File: src/design/dpc_pkg.sv
/*
 Package for the dual-port memory host controller: pin timing, widths, commands.
 Assumes a 250 MHz system clock; all pin timing is counted in its cycles.
*/
package dpc_pkg;
	localparam int unsigned CLK_PERIOD_PS = 4000;
	localparam int unsigned ADDR_W        = 14;
	localparam int unsigned DATA_W        = 16;
	// Pin timing in ns
	localparam int unsigned T_RC_NS   = 55;   // Read cycle
	localparam int unsigned T_PWE_NS  = 40;   // Write pulse width
	localparam int unsigned T_SA_NS   = 0;    // Address setup to write start
	localparam int unsigned T_HZ_NS   = 25;   // Output turn-off after strobe
	localparam int unsigned T_SOP_NS  = 15;   // Flag update pulse
	localparam int unsigned T_SWRD_NS = 10;   // Flag write to read
	localparam int unsigned T_WH_NS   = 35;   // Strobe hold after indicator high
	localparam int unsigned T_BDD_NS  = 40;   // Indicator high to data valid
	localparam int unsigned T_SAA_NS  = 55;   // Flag access time
	// Least times round up to whole cycles, never under one
	function automatic int unsigned dpc_min_cyc(input int unsigned ns);
		int unsigned c;
		c = (ns * 1000 + CLK_PERIOD_PS - 1) / CLK_PERIOD_PS;
		return (c < 1) ? 1 : c;
	endfunction : dpc_min_cyc
	localparam int unsigned RD_CYC   = dpc_min_cyc(T_RC_NS);
	localparam int unsigned WR_CYC   = dpc_min_cyc(T_PWE_NS + T_HZ_NS);
	localparam int unsigned SA_CYC   = dpc_min_cyc(T_SA_NS);
	localparam int unsigned SOP_CYC  = dpc_min_cyc(T_SOP_NS);
	localparam int unsigned SWRD_CYC = dpc_min_cyc(T_SWRD_NS);
	localparam int unsigned WH_CYC   = dpc_min_cyc(T_WH_NS);
	localparam int unsigned BDD_CYC  = dpc_min_cyc(T_BDD_NS);
	localparam int unsigned SAA_CYC  = dpc_min_cyc(T_SAA_NS);
	localparam int unsigned CNT_W    = 6;
	// Host commands
	typedef enum logic [1:0] {
		DPC_CMD_READ  = 2'h0,
		DPC_CMD_WRITE = 2'h1,
		DPC_CMD_CLAIM = 2'h2,
		DPC_CMD_FREE  = 2'h3
	} dpc_cmd_t;
	localparam logic [DATA_W-1:0] RST_DATA = 16'h0000;
	localparam logic [ADDR_W-1:0] RST_ADDR = 14'h0000;
	localparam logic [2:0]        FLAG_RST = 3'h0;
endpackage : dpc_pkg

File: src/design/dpc_sync.sv
/*
 Three-stage input synchroniser; a change is accepted once stages two and three agree.
 Assumes the input is asynchronous to sys_clk_i.
*/
`timescale 1ns/1ps
module dpc_sync
	import dpc_pkg::*;
#(
	parameter logic RST_VAL = 1'b1
) (
	input  wire logic sys_clk_i,
	input  wire logic rst_i,
	input  wire logic async_i,
	output logic      sync_o
);
	logic s1_ff, s2_ff, s3_ff, out_ff;
	logic nxt_out;
	// Accept only when the last two stages agree
	always_comb begin
		nxt_out = (s2_ff == s3_ff) ? s3_ff : out_ff;
	end
	// Stage registers
	always_ff @(posedge sys_clk_i) begin
		if (rst_i) begin
			s1_ff  <= RST_VAL;
			s2_ff  <= RST_VAL;
			s3_ff  <= RST_VAL;
			out_ff <= RST_VAL;
		end else begin
			s1_ff  <= async_i;
			s2_ff  <= s1_ff;
			s3_ff  <= s2_ff;
			out_ff <= nxt_out;
		end
	end
	assign sync_o = out_ff;
endmodule : dpc_sync

File: src/design/dpc_host.sv
/*
 Host-side controller for one port of an asynchronous dual-port memory.
 Drives select, strobes, byte lanes and address; claims and frees flags; waits on
 the collision indicator. Assumes the memory pins are wired straight to this
 module and the data bus is resolved from data_oe_o outside.
*/
// Contract
// - Write strobe stays high through every read cycle.
// - Flag reads never use address-only reads; select toggles each access.
// - Upper and lower lane enables select bytes; flag select high for memory.
// - Write strobe is high whenever the address changes.
// - Port select stays high across flag write and read-back.
// - Flag read-back waits the flag write-to-read interval.
// - In slave mode strobe stays low a minimum time after indicator rises.
`timescale 1ns/1ps
module dpc_host
	import dpc_pkg::*;
(
	input  wire logic              sys_clk_i,
	input  wire logic              rst_i,
	input  wire logic              req_valid_i,
	output logic                   req_ready_o,
	input  wire dpc_cmd_t          req_cmd_i,
	input  wire logic [ADDR_W-1:0] req_addr_i,
	input  wire logic [DATA_W-1:0] req_wdata_i,
	input  wire logic [1:0]        req_lanes_i,
	input  wire logic              slave_mode_i,
	output logic                   rsp_valid_o,
	output logic [DATA_W-1:0]      rsp_rdata_o,
	output logic                   rsp_granted_o,
	output logic                   alert_o,
	output logic                   port_sel_n_o,
	output logic                   flag_select_n_o,
	output logic                   wr_n_o,
	output logic                   rd_oe_n_o,
	output logic                   upper_lane_n_o,
	output logic                   lower_lane_n_o,
	output logic [ADDR_W-1:0]      addr_o,
	input  wire logic [DATA_W-1:0] data_i,
	output logic [DATA_W-1:0]      data_o,
	output logic                   data_oe_o,
	input  wire logic              busy_n_i,
	input  wire logic              alert_n_i
);
	typedef enum logic [6:0] {
		ST_IDLE  = 7'b0000001,
		ST_SETUP = 7'b0000010,
		ST_READ  = 7'b0000100,
		ST_WRITE = 7'b0001000,
		ST_HOLD  = 7'b0010000,
		ST_GAP   = 7'b0100000,
		ST_FRD   = 7'b1000000
	} dpc_state_t;

	dpc_state_t        state_ff, nxt_state;
	dpc_cmd_t          cmd_ff, nxt_cmd;
	logic [CNT_W-1:0]  cnt_ff, nxt_cnt;
	logic [ADDR_W-1:0] addr_ff, nxt_addr;
	logic [DATA_W-1:0] wdata_ff, nxt_wdata, rdata_ff, nxt_rdata;
	logic [1:0]        lanes_ff, nxt_lanes;
	logic              rsp_ff, nxt_rsp, grant_ff, nxt_grant;
	logic              busy_n_s, alert_n_s;
	logic              is_flag;

	// Collision indicator and mailbox alert come from the far device
	dpc_sync #(.RST_VAL(1'b1)) u_sync_busy (
		.sys_clk_i (sys_clk_i),
		.rst_i     (rst_i),
		.async_i   (busy_n_i),
		.sync_o    (busy_n_s)
	);
	dpc_sync #(.RST_VAL(1'b1)) u_sync_alert (
		.sys_clk_i (sys_clk_i),
		.rst_i     (rst_i),
		.async_i   (alert_n_i),
		.sync_o    (alert_n_s)
	);

	assign is_flag = (cmd_ff == DPC_CMD_CLAIM) || (cmd_ff == DPC_CMD_FREE);

	// Sequencer: one access per request (a claim adds a flag read-back), every access bracketed by idle strobes
	always_comb begin
		nxt_state     = state_ff;
		nxt_cmd       = cmd_ff;
		nxt_cnt       = cnt_ff;
		nxt_addr      = addr_ff;
		nxt_wdata     = wdata_ff;
		nxt_rdata     = rdata_ff;
		nxt_lanes     = lanes_ff;
		nxt_rsp       = 1'b0;
		nxt_grant     = grant_ff;
		unique case (state_ff)
			ST_IDLE: begin
				if (req_valid_i) begin
					// Address loads only while all strobes are idle
					nxt_cmd       = req_cmd_i;
					nxt_addr      = req_addr_i;
					nxt_wdata     = req_wdata_i;
					nxt_lanes     = req_lanes_i;
					nxt_cnt       = CNT_W'(SA_CYC);
					nxt_state     = ST_SETUP;
				end
			end
			ST_SETUP: begin
				// Address settles before any select falls
				if (cnt_ff <= CNT_W'(1)) begin
					if (cmd_ff == DPC_CMD_READ) begin
						// Pins lag state by a cycle, so count one more to sample while selected
						nxt_cnt   = CNT_W'(RD_CYC + 1);
						nxt_state = ST_READ;
					end else begin
						nxt_cnt   = CNT_W'((cmd_ff == DPC_CMD_WRITE) ? WR_CYC : SOP_CYC);
						nxt_state = ST_WRITE;
					end
				end else begin
					nxt_cnt = cnt_ff - CNT_W'(1);
				end
			end
			ST_READ: begin
				// Held off by the indicator: wait for release plus data delay
				if (!busy_n_s) begin
					nxt_cnt = CNT_W'(BDD_CYC);
				end else if (cnt_ff <= CNT_W'(1)) begin
					nxt_rdata = data_i;
					nxt_rsp   = 1'b1;
					nxt_cnt   = CNT_W'(1);
					nxt_state = ST_GAP;
				end else begin
					nxt_cnt = cnt_ff - CNT_W'(1);
				end
			end
			ST_WRITE: begin
				// Slave mode: a low indicator suppresses the write, so hold on
				if (slave_mode_i && !busy_n_s) begin
					nxt_cnt = CNT_W'(WH_CYC);
				end else if (cnt_ff <= CNT_W'(1)) begin
					if (is_flag) begin
						nxt_cnt   = CNT_W'(SWRD_CYC);
						nxt_state = ST_HOLD;
					end else begin
						nxt_rsp   = 1'b1;
						nxt_cnt   = CNT_W'(1);
						nxt_state = ST_GAP;
					end
				end else begin
					nxt_cnt = cnt_ff - CNT_W'(1);
				end
			end
			ST_HOLD: begin
				// Flag write-to-read gap before the read-back
				if (cnt_ff <= CNT_W'(1)) begin
					if (cmd_ff == DPC_CMD_CLAIM) begin
						nxt_cnt   = CNT_W'(SAA_CYC + 1); // Pins lag state by a cycle
						nxt_state = ST_FRD;
					end else begin
						nxt_rsp   = 1'b1;
						nxt_cnt   = CNT_W'(1);
						nxt_state = ST_GAP;
					end
				end else begin
					nxt_cnt = cnt_ff - CNT_W'(1);
				end
			end
			ST_FRD: begin
				// Read-back low means this port owns the flag
				if (cnt_ff <= CNT_W'(1)) begin
					nxt_rdata = data_i;
					nxt_grant = ~data_i[0];
					nxt_rsp   = 1'b1;
					nxt_cnt   = CNT_W'(1);
					nxt_state = ST_GAP;
				end else begin
					nxt_cnt = cnt_ff - CNT_W'(1);
				end
			end
			ST_GAP: begin
				// One idle cycle so flag select rises between accesses
				nxt_state = ST_IDLE;
			end
		endcase
	end

	// Sequencer registers
	always_ff @(posedge sys_clk_i) begin
		if (rst_i) begin
			state_ff     <= ST_IDLE;
			cmd_ff       <= DPC_CMD_READ;
			cnt_ff       <= '0;
			addr_ff      <= RST_ADDR;
			wdata_ff     <= RST_DATA;
			rdata_ff     <= RST_DATA;
			lanes_ff     <= 2'h0;
			rsp_ff       <= 1'b0;
			grant_ff     <= 1'b0;
		end else begin
			state_ff     <= nxt_state;
			cmd_ff       <= nxt_cmd;
			cnt_ff       <= nxt_cnt;
			addr_ff      <= nxt_addr;
			wdata_ff     <= nxt_wdata;
			rdata_ff     <= nxt_rdata;
			lanes_ff     <= nxt_lanes;
			rsp_ff       <= nxt_rsp;
			grant_ff     <= nxt_grant;
		end
	end

	// Pin drive, registered; all strobes are high outside an access
	logic [6:0] pins_ff, nxt_pins;
	logic       acc, wr_act, rd_act;
	always_comb begin
		acc    = (state_ff == ST_READ) || (state_ff == ST_WRITE) || (state_ff == ST_FRD);
		wr_act = (state_ff == ST_WRITE);
		rd_act = (state_ff == ST_READ) || (state_ff == ST_FRD);
		// Bits: port_sel, flag_sel, wr, oe, upper, lower, data_oe
		nxt_pins[6] = !(acc && !is_flag);                 // Port select high for flags
		nxt_pins[5] = !(acc && is_flag);                  // Flag select high for memory
		nxt_pins[4] = !wr_act;                            // Strobe high on reads
		nxt_pins[3] = !rd_act;
		nxt_pins[2] = !(acc && (is_flag || lanes_ff[1])); // Lane overlap bounds write
		nxt_pins[1] = !(acc && (is_flag || lanes_ff[0]));
		nxt_pins[0] = wr_act || !pins_ff[4];              // Data held a cycle past strobe
	end
	always_ff @(posedge sys_clk_i) begin
		if (rst_i) begin
			pins_ff <= 7'h7e;
		end else begin
			pins_ff <= nxt_pins;
		end
	end

	assign port_sel_n_o    = pins_ff[6];
	assign flag_select_n_o = pins_ff[5];
	assign wr_n_o          = pins_ff[4];
	assign rd_oe_n_o       = pins_ff[3];
	assign upper_lane_n_o  = pins_ff[2];
	assign lower_lane_n_o  = pins_ff[1];
	assign data_oe_o       = pins_ff[0];
	assign addr_o          = addr_ff;
	// Claim drives data bit low, free drives it high
	assign data_o          = (cmd_ff == DPC_CMD_CLAIM) ? 16'hfffe :
	                         (cmd_ff == DPC_CMD_FREE) ? 16'hffff : wdata_ff;
	assign req_ready_o     = (state_ff == ST_IDLE);
	assign rsp_valid_o     = rsp_ff;
	assign rsp_rdata_o     = rdata_ff;
	assign rsp_granted_o   = grant_ff;
	// Mailbox alert from the partner, active high here
	assign alert_o         = ~alert_n_s;
endmodule : dpc_host

File: config.mk
export PLATFORM = sky130hd
export DESIGN_NAME = dpc_host
export DESIGN_NICKNAME = d
export VERILOG_FILES = /design/src/design/dpc_pkg.sv /design/src/design/dpc_sync.sv /design/src/design/dpc_host.sv
export SDC_FILE = /design/constraint.sdc
export NUM_CORES = 1
export LEC_CHECK = 0
export BUFFER_PORTS_ARGS = -buffer_cell sky130_fd_sc_hd__buf_2
export CAP_MARGIN = 0
export CORE_UTILIZATION = 50
export CTS_BUF_LIST = sky130_fd_sc_hd__clkbuf_2 sky130_fd_sc_hd__clkbuf_4 sky130_fd_sc_hd__clkbuf_8
export CTS_CLUSTER_DIAMETER = 40
export CTS_CLUSTER_SIZE = 16
export DETAILED_ROUTE_END_ITERATION = 10
export PLACE_DENSITY = 0.79
export SLEW_MARGIN = 20
export SYNTH_ARGS = -nofsm -noshare
export SYNTH_HDL_FRONTEND = slang
export SYNTH_SLANG_ARGS = --single-unit
export TNS_END_PERCENT = 5
File: constraint.sdc
create_clock -name sys_clk_i -period 4.9 [get_ports sys_clk_i]
set_input_delay 0.245 -clock sys_clk_i [delete_from_list [all_inputs] [get_ports sys_clk_i]]
set_output_delay 0.245 -clock sys_clk_i [all_outputs]
set_load 0.005 [all_outputs]
; Word-level counts from Yosys, hierarchy flattened
; Index checks and enable logic that the tools add are counted.
[op_classes]
add_sub_neg = 1
n_lt_le_gt_ge = 1
n_eq_ne = 18
muxes = 36
n_bitwise = 2
reduce_logical = 29
[ops]
columns = operator, count
row1 = 16-bit two-way mux, 4
row2 = 7-bit two-way mux, 8
row3 = 7-bit case mux with 7 select lines, 1
row4 = 6-bit two-way mux, 8
row5 = 6-bit case mux with 6 select lines, 1
row6 = 16-bit case mux with 2 select lines, 1
row7 = 5-bit two-way mux, 2
row8 = 1-bit logical NOT, 9
row9 = 4-bit two-way mux, 2
row10 = "2-bit inequality test, second input constant", 4
row11 = 2-bit AND reduction, 4
row12 = "7-bit by 1-bit equality test with 1-bit output, second input constant", 1
row13 = "7-bit by 2-bit equality test with 1-bit output, second input constant", 1
row14 = "7-bit by 3-bit equality test with 1-bit output, second input constant", 1
row15 = "7-bit by 4-bit equality test with 1-bit output, second input constant", 1
row16 = "7-bit by 5-bit equality test with 1-bit output, second input constant", 1
row17 = "7-bit by 6-bit equality test with 1-bit output, second input constant", 1
row18 = "7-bit equality test, second input constant", 1
row19 = 1-bit logical OR, 7
row20 = 1-bit two-way mux, 7
row21 = "6-bit by 1-bit less-or-equal comparator with 1-bit output, second input constant", 1
row22 = 6-bit AND reduction, 1
row23 = 6-bit nonzero test, 1
row24 = "6-bit by 1-bit subtractor with 6-bit output, second input constant", 1
row25 = 10 further kinds, 18
[word_totals]
register_bits = 80
in_bits = 56
output_inout_bits = 57
word_cells = 105

; Longest topological paths before layout
; Gate-level depths: netlist of the first run.
[logic_depth]
ltp_word = 6
ltp_mapped = 9
depth_no_buf = 7

; Hierarchy
; A second synthesis of the first run with hierarchy kept.
[hier_totals]
hier_cells = 396
area_unflattened_um2 = 3358.2
[by_module_without_submodules]
columns = mod, n_inst, cells_per_inst, area_per_inst_um2, seq_area_each_um2
row1 = dpc_host, 1, 376, 3128.0, 1441.4
row2 = dpc_sync, 2, 10, 115.1, 80.1

; Worst setup path after synthesis of the first run
; Ideal clock, no wire load.
[synth_timing]
kind = flip-flop to flip-flop
start = reg state_ff[0]
end = reg cnt_ff[2]
setup_time_ns = 0.059
t_arrival_ns = 1.994
t_required_ns = 4.841
slack_ns = 2.847
stages_incl_launch_ff = 7
n_path_buf = 1
synth_period_minus_slack_ns = 2.053
path_cell_list = dfxtp_1 buf_6 or4b_4 or2_4 maj3_2 a2111oi_4 a22o_1
[synth_via]
elab_chain_len = 3
word_cells_on_any_way = 10
cone_classes = eq/ne: 7 / mux: 1 / reduce/logical: 2
[synth_lines]
columns = element, line
row1 = from (decl), dpc_host.sv:55  ; dpc_state_t state_ff, nxt_state;
row2 = from (signal assigned), dpc_host.sv:196  ; state_ff <= nxt_state;
row3 = "7-bit by 1-bit equality test with 1-bit output, or another cell as far along", dpc_host.sv:92  ; unique case (state_ff)
row4 = 6-bit nonzero test (no line) or 2-bit inequality test (tied branches), -
row5 = 2-bit AND reduction (no line), -
row6 = to (signal assigned), dpc_host.sv:198  ; cnt_ff <= nxt_cnt;
row7 = to (decl), dpc_host.sv:57  ; logic [CNT_W-1:0] cnt_ff, nxt_cnt;
; Parallel ways exist; a longest one is shown, timed or not.
; A chain may end at the register's enable or synchronous reset.

; Final worst setup path of the first run
[layout_timing]
start = reg state_ff[2]
end = reg cnt_ff[4]
; Same word-level chain as after synthesis.

==> results of run 1 <==
## metrics by stage
stage / hold slack [ns] / std cells / worst slack, ns / cell area (um2)
2_1_floorplan: 0.3488 / 438 / 2.847 / 3487
3_3_place_gp: 0.3913 / 600 / 2.417 / 4025
3_5_place_dp: 0.3963 / 600 / 2.366 / 4025
4_1_cts: 0.05715 / 616 / 2.345 / 4229
5_1_grt: 0.05573 / 616 / 2.017 / 4232
6_report: 0.06549 / 616 / 2.286 / 4232
## flip-flops by register name, indices dropped and copies added, names as in the netlist, 2 cells and up
name and count:
cmd_ff 2, wdata_ff 16, cnt_ff 6, addr_o 14
lanes_ff 2, rsp_rdata_o 16, pins_ff 7, state_ff 7
## critical path, delay by kind of cell, from the launching register on
family	cells	cell delay, ns
AOI/OAI and AO/OA	1	0.27
DFF	1	0.65
buffers and inverters	1	0.24
and+or+nand+nor	4	1.41
## cell usage after synthesis, types with 3 or more instances
| master | instances |
|---|---|
| or2_2 | 22 |
| a21oi_1 | 64 |
| nand2b_1 | 5 |
| or4_1 | 3 |
| clkbuf_1 | 21 |
| nor4_1 | 5 |
| xor2_1 | 3 |
| nand2_1 | 110 |
| inv_1 | 6 |
| nor2_1 | 25 |
| a2111oi_0 | 3 |
| buf_2 | 11 |
| o21ai_0 | 11 |
| dfxtp_1 | 80 |
| o2bb2ai_1 | 3 |
| nand3_1 | 6 |
| nor3_1 | 8 |
| or3_1 | 7 |
| mux2i_1 | 3 |
## power groups by stage
stage	registers [uW]	clock network [uW]	logic (uW)
6_report	784	499	597
5_1_grt	798	537	665
4_1_cts	783	511	589
3_5_place_dp	797	0	586
3_3_place_gp	794	0	580
2_1_floorplan	764	0	452
## how the worst max path moves through the flow
stage,end,cells past startpoint,startpoint
2_1_floorplan,cnt_ff[2],6,state_ff[0]
3_3_place_gp,cnt_ff[3],6,state_ff[2]
3_5_place_dp,cnt_ff[3],6,state_ff[2]
4_1_cts,cnt_ff[4],6,state_ff[2]
5_1_grt,cnt_ff[4],6,state_ff[2]
6_report,cnt_ff[4],6,state_ff[2]
## cells in the final DEF (no fill, tap or decap), types with 2 or more instances in the layout
master	count
buf_2	112
nand2_1	109
dfxtp_1	80
a21oi_1	64
nor2_1	25
or2_2	22
o21ai_0	11
clkbuf_8	9
nor3_1	8
or3_1	7
inv_1	6
nand3_1	6
nor4_1	5
nand2b_1	5
xor2_1	3
or4_1	3
o2bb2ai_1	3
a2111oi_0	3
mux2i_1	3
buf_4	3
or4b_1	2
and2_1	2
o211ai_1	2
a2bb2oi_1	2
a22o_1	2
nand4_1	2
o21bai_1	2
a221o_1	2
a31oi_1	2
ha_1	2
clkinv_4	2
## per-layer routing
| layer | vias to the layer above | GRT usage, % | wire length (um) |
|---|---|---|---|
| li1 | 1680 | - | - |
| met1 | 1544 | 31.33 | 3709 |
| met2 | 130 | 38.91 | 3986 |
| met3 | 20 | 6.449 | 590 |
| met4 | 0 | 10.15 | 210 |
| met5 | - | 0 | 0 |
## layout make-up
class	instances	area, um2
Timing Repair Buffer	115	583.1
Sequential cell	80	1602
Clock inverter	7	80.08
Tap cell	80	100.1
Fill cell	614	2525
Inverter	6	22.52
Multi-Input combinational cell	319	1720
Clock buffer	9	123.9
## kinds of logic after synthesis
kind of cell,after synthesis
flops,80
xor+xnor,4
simple gates,207
mux,4
buf+inv,39
fa+ha+maj,3
compound gates,101
==> impl_metrics.csv, run 1 <==
group,metric,value,unit
setup_path,worstPathCellList,"or3_1 > nor2_1 > and2_1 > buf_4 > nor4_1 > a221o_1",
yosys,netlist_area,3487,um2
setup_path,critPathKind,"reg -> reg",
placed_design,portBuffers,112,
setup_path,worstPathMaxFanout,36,
global_route,grt_max_degree,56,
yosys,synth_compound_area_share,17.87,%
setup_path,worst-r2r-cell-count,6,
cts,cts_resized,0,
global_route,grt_pass1_vias,3062,
power,netSwitchingFraction,36.00,%
layout,nets,589,
power,peakVddDrop,0.2409,mV
yosys,synthesis.nets,496,
route,vias,3374,
outcome,status,"finished clean",
route,dr.pass1.iters,5,
layout,syn2layout_area_growth,21.35,%
route,drc_errors,0,
min_path,holdPathStages,2,
yosys,synth_top_family_by_area,"simple AND/OR/NAND/NOR gates",
route,wire_per_inst,13.79,um
run,drv_cap,0,
yosys,yosys.area.top_type,"dfxtp_1",
placed_design,dp_hpwl,5.926,mm
setup_path,slowest_delay,0.79,ns
cts,clockBufferDepth,2,
power,pwr-share-comb,31.8,%
placed_design,gp_congestion,0.9116,
yosys,synthTopCellsByArea,"dfxtp_1 46%, nand2_1 12%, a21oi_1 9.2%",
floorplan,initial_core_util,51.61,%
yosys,yosysSeqAreaShare,45.93,%
setup_path,cp.required,5.20,ns
timing,hold_viol,0,
floorplan,die_x,85.51,um
timing,slew_violations,0,
cts,cts_root_buf,"clkbuf_8",
yosys,synth_cell_type_count,51,
yosys,yosys.area_share.simple,28.17,%
setup_path,worstSetupStartpointType,"flip-flop",
cts,cts_hold_buf,0,
setup_path,critPathArrivalTime,2.91,ns
yosys,synth_ff_type,"dfxtp_1",
global_route,grt_pass1_wl,14.09,mm
power,p_leak,0.001812,uW
power,power,1880,uW
global_route,grt_overflow_total,0,
cts,clkTransAtPathRegs,0.08,ns
floorplan,fp.dieH,85.51,um
cts,cts_sinks,80,
min_path,holdCritStartpoint,"alert_n_i",
yosys,yosys.area_share.xor_xnor,1.005,%
floorplan,rows,30,
timing,worst_pin_slew,0.8703,ns
timing,max_freq,0.3826,GHz
power,seq_power_share,41.7,%
setup_path,endpoint_kind,"flip-flop",
global_route,grt_usage,24.35,%
cts,post_cts.repair.setup_buffers,0,
setup_path,ff2ff_setup_slack,2.29,ns
setup_path,cp_slowest_cell,"nor4_1",
layout,final_core_util,62.63,%
timing,tns,0,ns
cts,tritoncts,"yes",
power,intPower,1203,uW
yosys,async_flop_share,0,%
yosys,synth_top_cell_area_share,45.93,%
power,switchingPower,676.7,uW
yosys,synthMuxAreaShare,1.184,%
min_path,hold_end,"u_sync_alert.s1_ff",
setup_path,reg2reg_from,"state_ff[2]",
yosys,yosysWarnings,0,
timing,rsz0062_at_grt,"no",
timing,setup_viol,0,
yosys,ys_ff_latch,80,
floorplan,io_pins,113,
route,ant_nets,0,
layout,insertedDiodeCount,0,
floorplan,die_area,7312,um2
yosys,synthAdderAreaFrac,1.041,%
cts,clock_latency,0.36,ns
route,drt-initial-drc-count,155,
cts,cts_inserted_buffers,9,
timing,fin_worst_skew,0.008378,ns
yosys,synthCells,438,
layout,drive_above_1_share,30.41,%
route,via_per_inst,5.477,
route,routed_wl,8.497,mm
setup_path,r2r-end,"cnt_ff[4]",
min_path,hold_path.class,"in -> reg",
timing,layout_worst_path_cycle_share,53.34,%
yosys,synth_edf_count,0,
cts,htree_levels,3,
global_route,antenna_found_initial,0,
timing,max-slew-margin-rel,41.45,%
power,powerDensity,444.2,nW/um2
power,p_clk_share,26.5,%
timing,period_needed,2.614,ns
floorplan,core_area,6756,um2
yosys,avgSynthCellArea,7.961,um2
No activity file was read; power rests on OpenSTA's default activity.
==> inputs of run 2 (changes only) <==
Settings changed: ABC_AREA from default to 1, CORE_UTILIZATION 50 to 47, PLACE_DENSITY 0.79 to 0.78.
Clock period 4.9 ns to 2.4 ns, I/O delays scaled along.
==> run 2 against run 1 <==
  * Fmax rose by 40%
  * Setup slack got worse by 1.8 ns
  * Area after synthesis fell by 0.79%
  * First-iteration DRC count fell by 26%
  * Hold slack got worse by 0.037 ns
  * Core utilization fell by 0.18 points
  * Critical path depth rose by 7
  * Sequential power rose by 120%
  * Routed wire length fell by 6.4%
  * Critical path type unchanged
  * Sequential share of layout area fell by 0.92 points
  * Combinational power rose to 3.1 times the previous value
  * Die area rose by 5.4%
==> impl_metrics.csv, run 2 <==
group,metric,value,unit
outcome,status,"finished clean",
route,wire_per_inst,11.73,um
yosys,ys_ff_latch,80,
setup_path,setup.worst_path.start,"cnt_ff[0]",
layout,insertedDiodeCount,0,
cts,cts_root_buf,"clkbuf_8",
setup_path,crit_family,"simple AND/OR/NAND/NOR gates",
layout,drive_above_1_share,29.55,%
setup_path,slowest_delay,0.33,ns
setup_path,critPathArrivalTime,2.11,ns
setup_path,endpoint_kind,"flip-flop",
power,peakVddDrop,0.5603,mV
route,drt-initial-drc-count,114,
yosys,yosys.area.top_type,"dfxtp_1",
cts,htree_levels,3,
setup_path,critPathKind,"reg -> reg",
yosys,synthTopCellsByArea,"dfxtp_1 46%, nand2_1 8.0%, o21ai_0 7.2%",
route,dr.pass1.iters,4,
power,p_leak,0.002131,uW
floorplan,initial_core_util,49.82,%
yosys,yosysWarnings,0,
cts,cts_sinks,80,
timing,period_needed,1.873,ns
cts,clock_latency,0.34,ns
route,routed_wl,7.956,mm
floorplan,core_area,6944,um2
floorplan,rows,30,
timing,layout_worst_path_cycle_share,78.06,%
cts,cts_inserted_buffers,9,
setup_path,r2r-end,"state_ff[4]",
min_path,hold_path.class,"in -> reg",
global_route,grt_pass1_wl,12.99,mm
yosys,synth_top_family_by_area,"simple AND/OR/NAND/NOR gates",
timing,tns,0,ns
timing,slew_violations,0,
yosys,ys_top_cells_by_count,"80 x dfxtp_1, 74 x nand2_1, 63 x inv_1",
yosys,synth_edf_count,0,
timing,rsz0062_at_grt,"no",
yosys,synth_most_common_cell,"dfxtp_1",
route,drc_errors,0,
setup_path,worstPathCellList,"inv_1 > ha_1 > inv_1 > nand2_1 > nand3_1 > inv_2 > a21oi_1 > nor2_2 > nand2_4 > nand2_2 > nand2_1 > nand2_1 > inv_1",
layout,layout_commonest_cell,"buf_2",
placed_design,placed_cell_area,4099,um2
setup_path,critical_path_cell_count,13,
timing,max-slew-margin-rel,63.97,%
floorplan,io_pins,113,
yosys,async_flop_share,0,%
cts,tritoncts,"yes",
setup_path,path_buf_inv,4,
floorplan,die_x,87.80,um
route,vias,3336,
placed_design,portBuffers,112,
global_route,grt_overflow_total,0,
floorplan,die_area,7708,um2
cts,clkTransAtPathRegs,0.08,ns
yosys,synth_cell_type_count,30,
global_route,antenna_found_initial,0,
global_route,grt_usage,21.67,%
setup_path,cp_slowest_cell,"dfxtp_1",
route,ant_nets,0,
run,drv_cap,0,
setup_path,critPathCapture,"state_ff[4]",
yosys,avgSynthCellArea,7.376,um2
timing,max_freq,0.5338,GHz
yosys,synth_compound_area_share,15.55,%
cts,cts_resized,0,
yosys,synth_ff_type,"dfxtp_1",
timing,fin_worst_skew,0.007031,ns
timing,hold_viol,0,
yosys,synthMuxAreaShare,0,%
setup_path,ff2ff_setup_slack,0.53,ns
yosys,synthesis.nets,527,
yosys,netlist_area,3460,um2
timing,worst_pin_slew,0.5399,ns
global_route,grt_max_degree,75,
yosys,yosys.area_share.simple,26.18,%
placed_design,dp_hpwl,5.749,mm
yosys,synthAdderAreaFrac,0.7233,%
route,via_per_inst,4.920,
layout,final_cell_area,4337,um2
timing,setup_viol,0,
cts,clockBufferDepth,2,
setup_path,worst-r2r-cell-count,13,
yosys,yosys.area_share.xor_xnor,0.5063,%
layout,nets,637,
placed_design,gp_congestion,0.9099,
setup_path,worstPathMaxFanout,7,
setup_path,cp.required,2.64,ns
yosys,synthCells,469,
min_path,holdPathStages,3,
power,powerDensity,1064,nW/um2
yosys,yosysSeqAreaShare,46.29,%
layout,syn2layout_area_growth,25.35,%
layout,most-common-layout-cells,"112 x buf_2, 80 x dfxtp_1, 74 x nand2_1, 63 x inv_1, 50 x o21ai_0",
yosys,synth_top_cell_area_share,46.29,%
setup_path,reg2reg_from,"cnt_ff[0]",
global_route,grt_pass1_vias,3054,
floorplan,fp.dieH,87.80,um
setup_path,worstSetupStartpointType,"flip-flop",
## run 2: cell types whose count changed after synthesis, moves of 9 or more
cell      before  now
a21oi_1       64   43
clkbuf_1      21   11
inv_1          6   63
nand2_1      110   74
nand3_1        6   29
nor2_1        25   38
nor2_2         0   17
o21ai_0       11   50
o21ai_1        0    9
or2_2         22    6
## run 2: kinds of logic (layout without fill, tap and decap cells)
group / after synthesis / count (layout)
adders and majority gates: 2 / 2
and+or+nand+nor: 190 / 190
buffers and inverters: 89 / 202
AOI/OAI and AO/OA: 106 / 106
DFF: 80 / 80
xor gates and xnor gates: 2 / 2
## run 2: cell type report
cell class                 count  area (um2)
clock buffer                  10       137.6
clock inverter                 4       70.07
fill                         640        2608
inverter                      68       262.8
multi-input combinational    300        1491
sequential                    80        1602
tap                           96       120.1
timing repair buffer         120       653.1
## run 2: worst min path at each step
stage / start / to / slack [ns]
floorplan: data_i[0] / rsp_granted_o / 0.22
global placement: alert_n_i / u_sync_alert.s1_ff / 0.30
detailed placement: busy_n_i / u_sync_busy.s1_ff / 0.31
CTS: data_i[7] / rsp_rdata_o[7] / 0.01
global route: data_i[14] / rsp_rdata_o[14] / 0.03
finish: data_i[7] / rsp_rdata_o[7] / 0.03
## run 2: where the power goes
group          switching (uW)  total, uW  internal [uW]
clock                     452       1050            599
combinational            1150       1840            691
sequential                155       1730           1570
## run 2: repair_timing
action,CTS,global route
hold endpoints to repair,3,0
setup buffers,0,0
hold buffers,3,0
## run 2: per-stage QoR
stage	power (uW)	cells	hold slack (ns)	util [%]	setup slack (ns)
global placement	3539	661	0.3039	59.03	0.5675
floorplan	3011	469	0.2190	-	0.8290
global route	4974	678	0.02501	62.45	0.2591
detailed placement	3578	661	0.3095	59.03	0.5197
CTS	4645	678	0.01163	62.45	0.5171
finish	4614	678	0.02806	62.45	0.5266
## run 2: worst reg2reg max path, cell delays in order (launching register included)
cell and delay [ns]:
dfxtp_1 0.33, inv_1 0.11, ha_1 0.19, inv_1 0.06, nand2_1 0.08, nand3_1 0.23, inv_2 0.21, a21oi_1 0.09
nor2_2 0.17, nand2_4 0.09, nand2_2 0.08, nand2_1 0.05, nand2_1 0.05, inv_1 0.03
## run 2: layer usage
metal  wire length, um  vias up  track usage, %
met5                 0        -               0
li1                  -     1721               -
met4                74        0           9.091
met3               696        7           6.503
met1              3544     1481           24.37
met2              3641      127           38.05
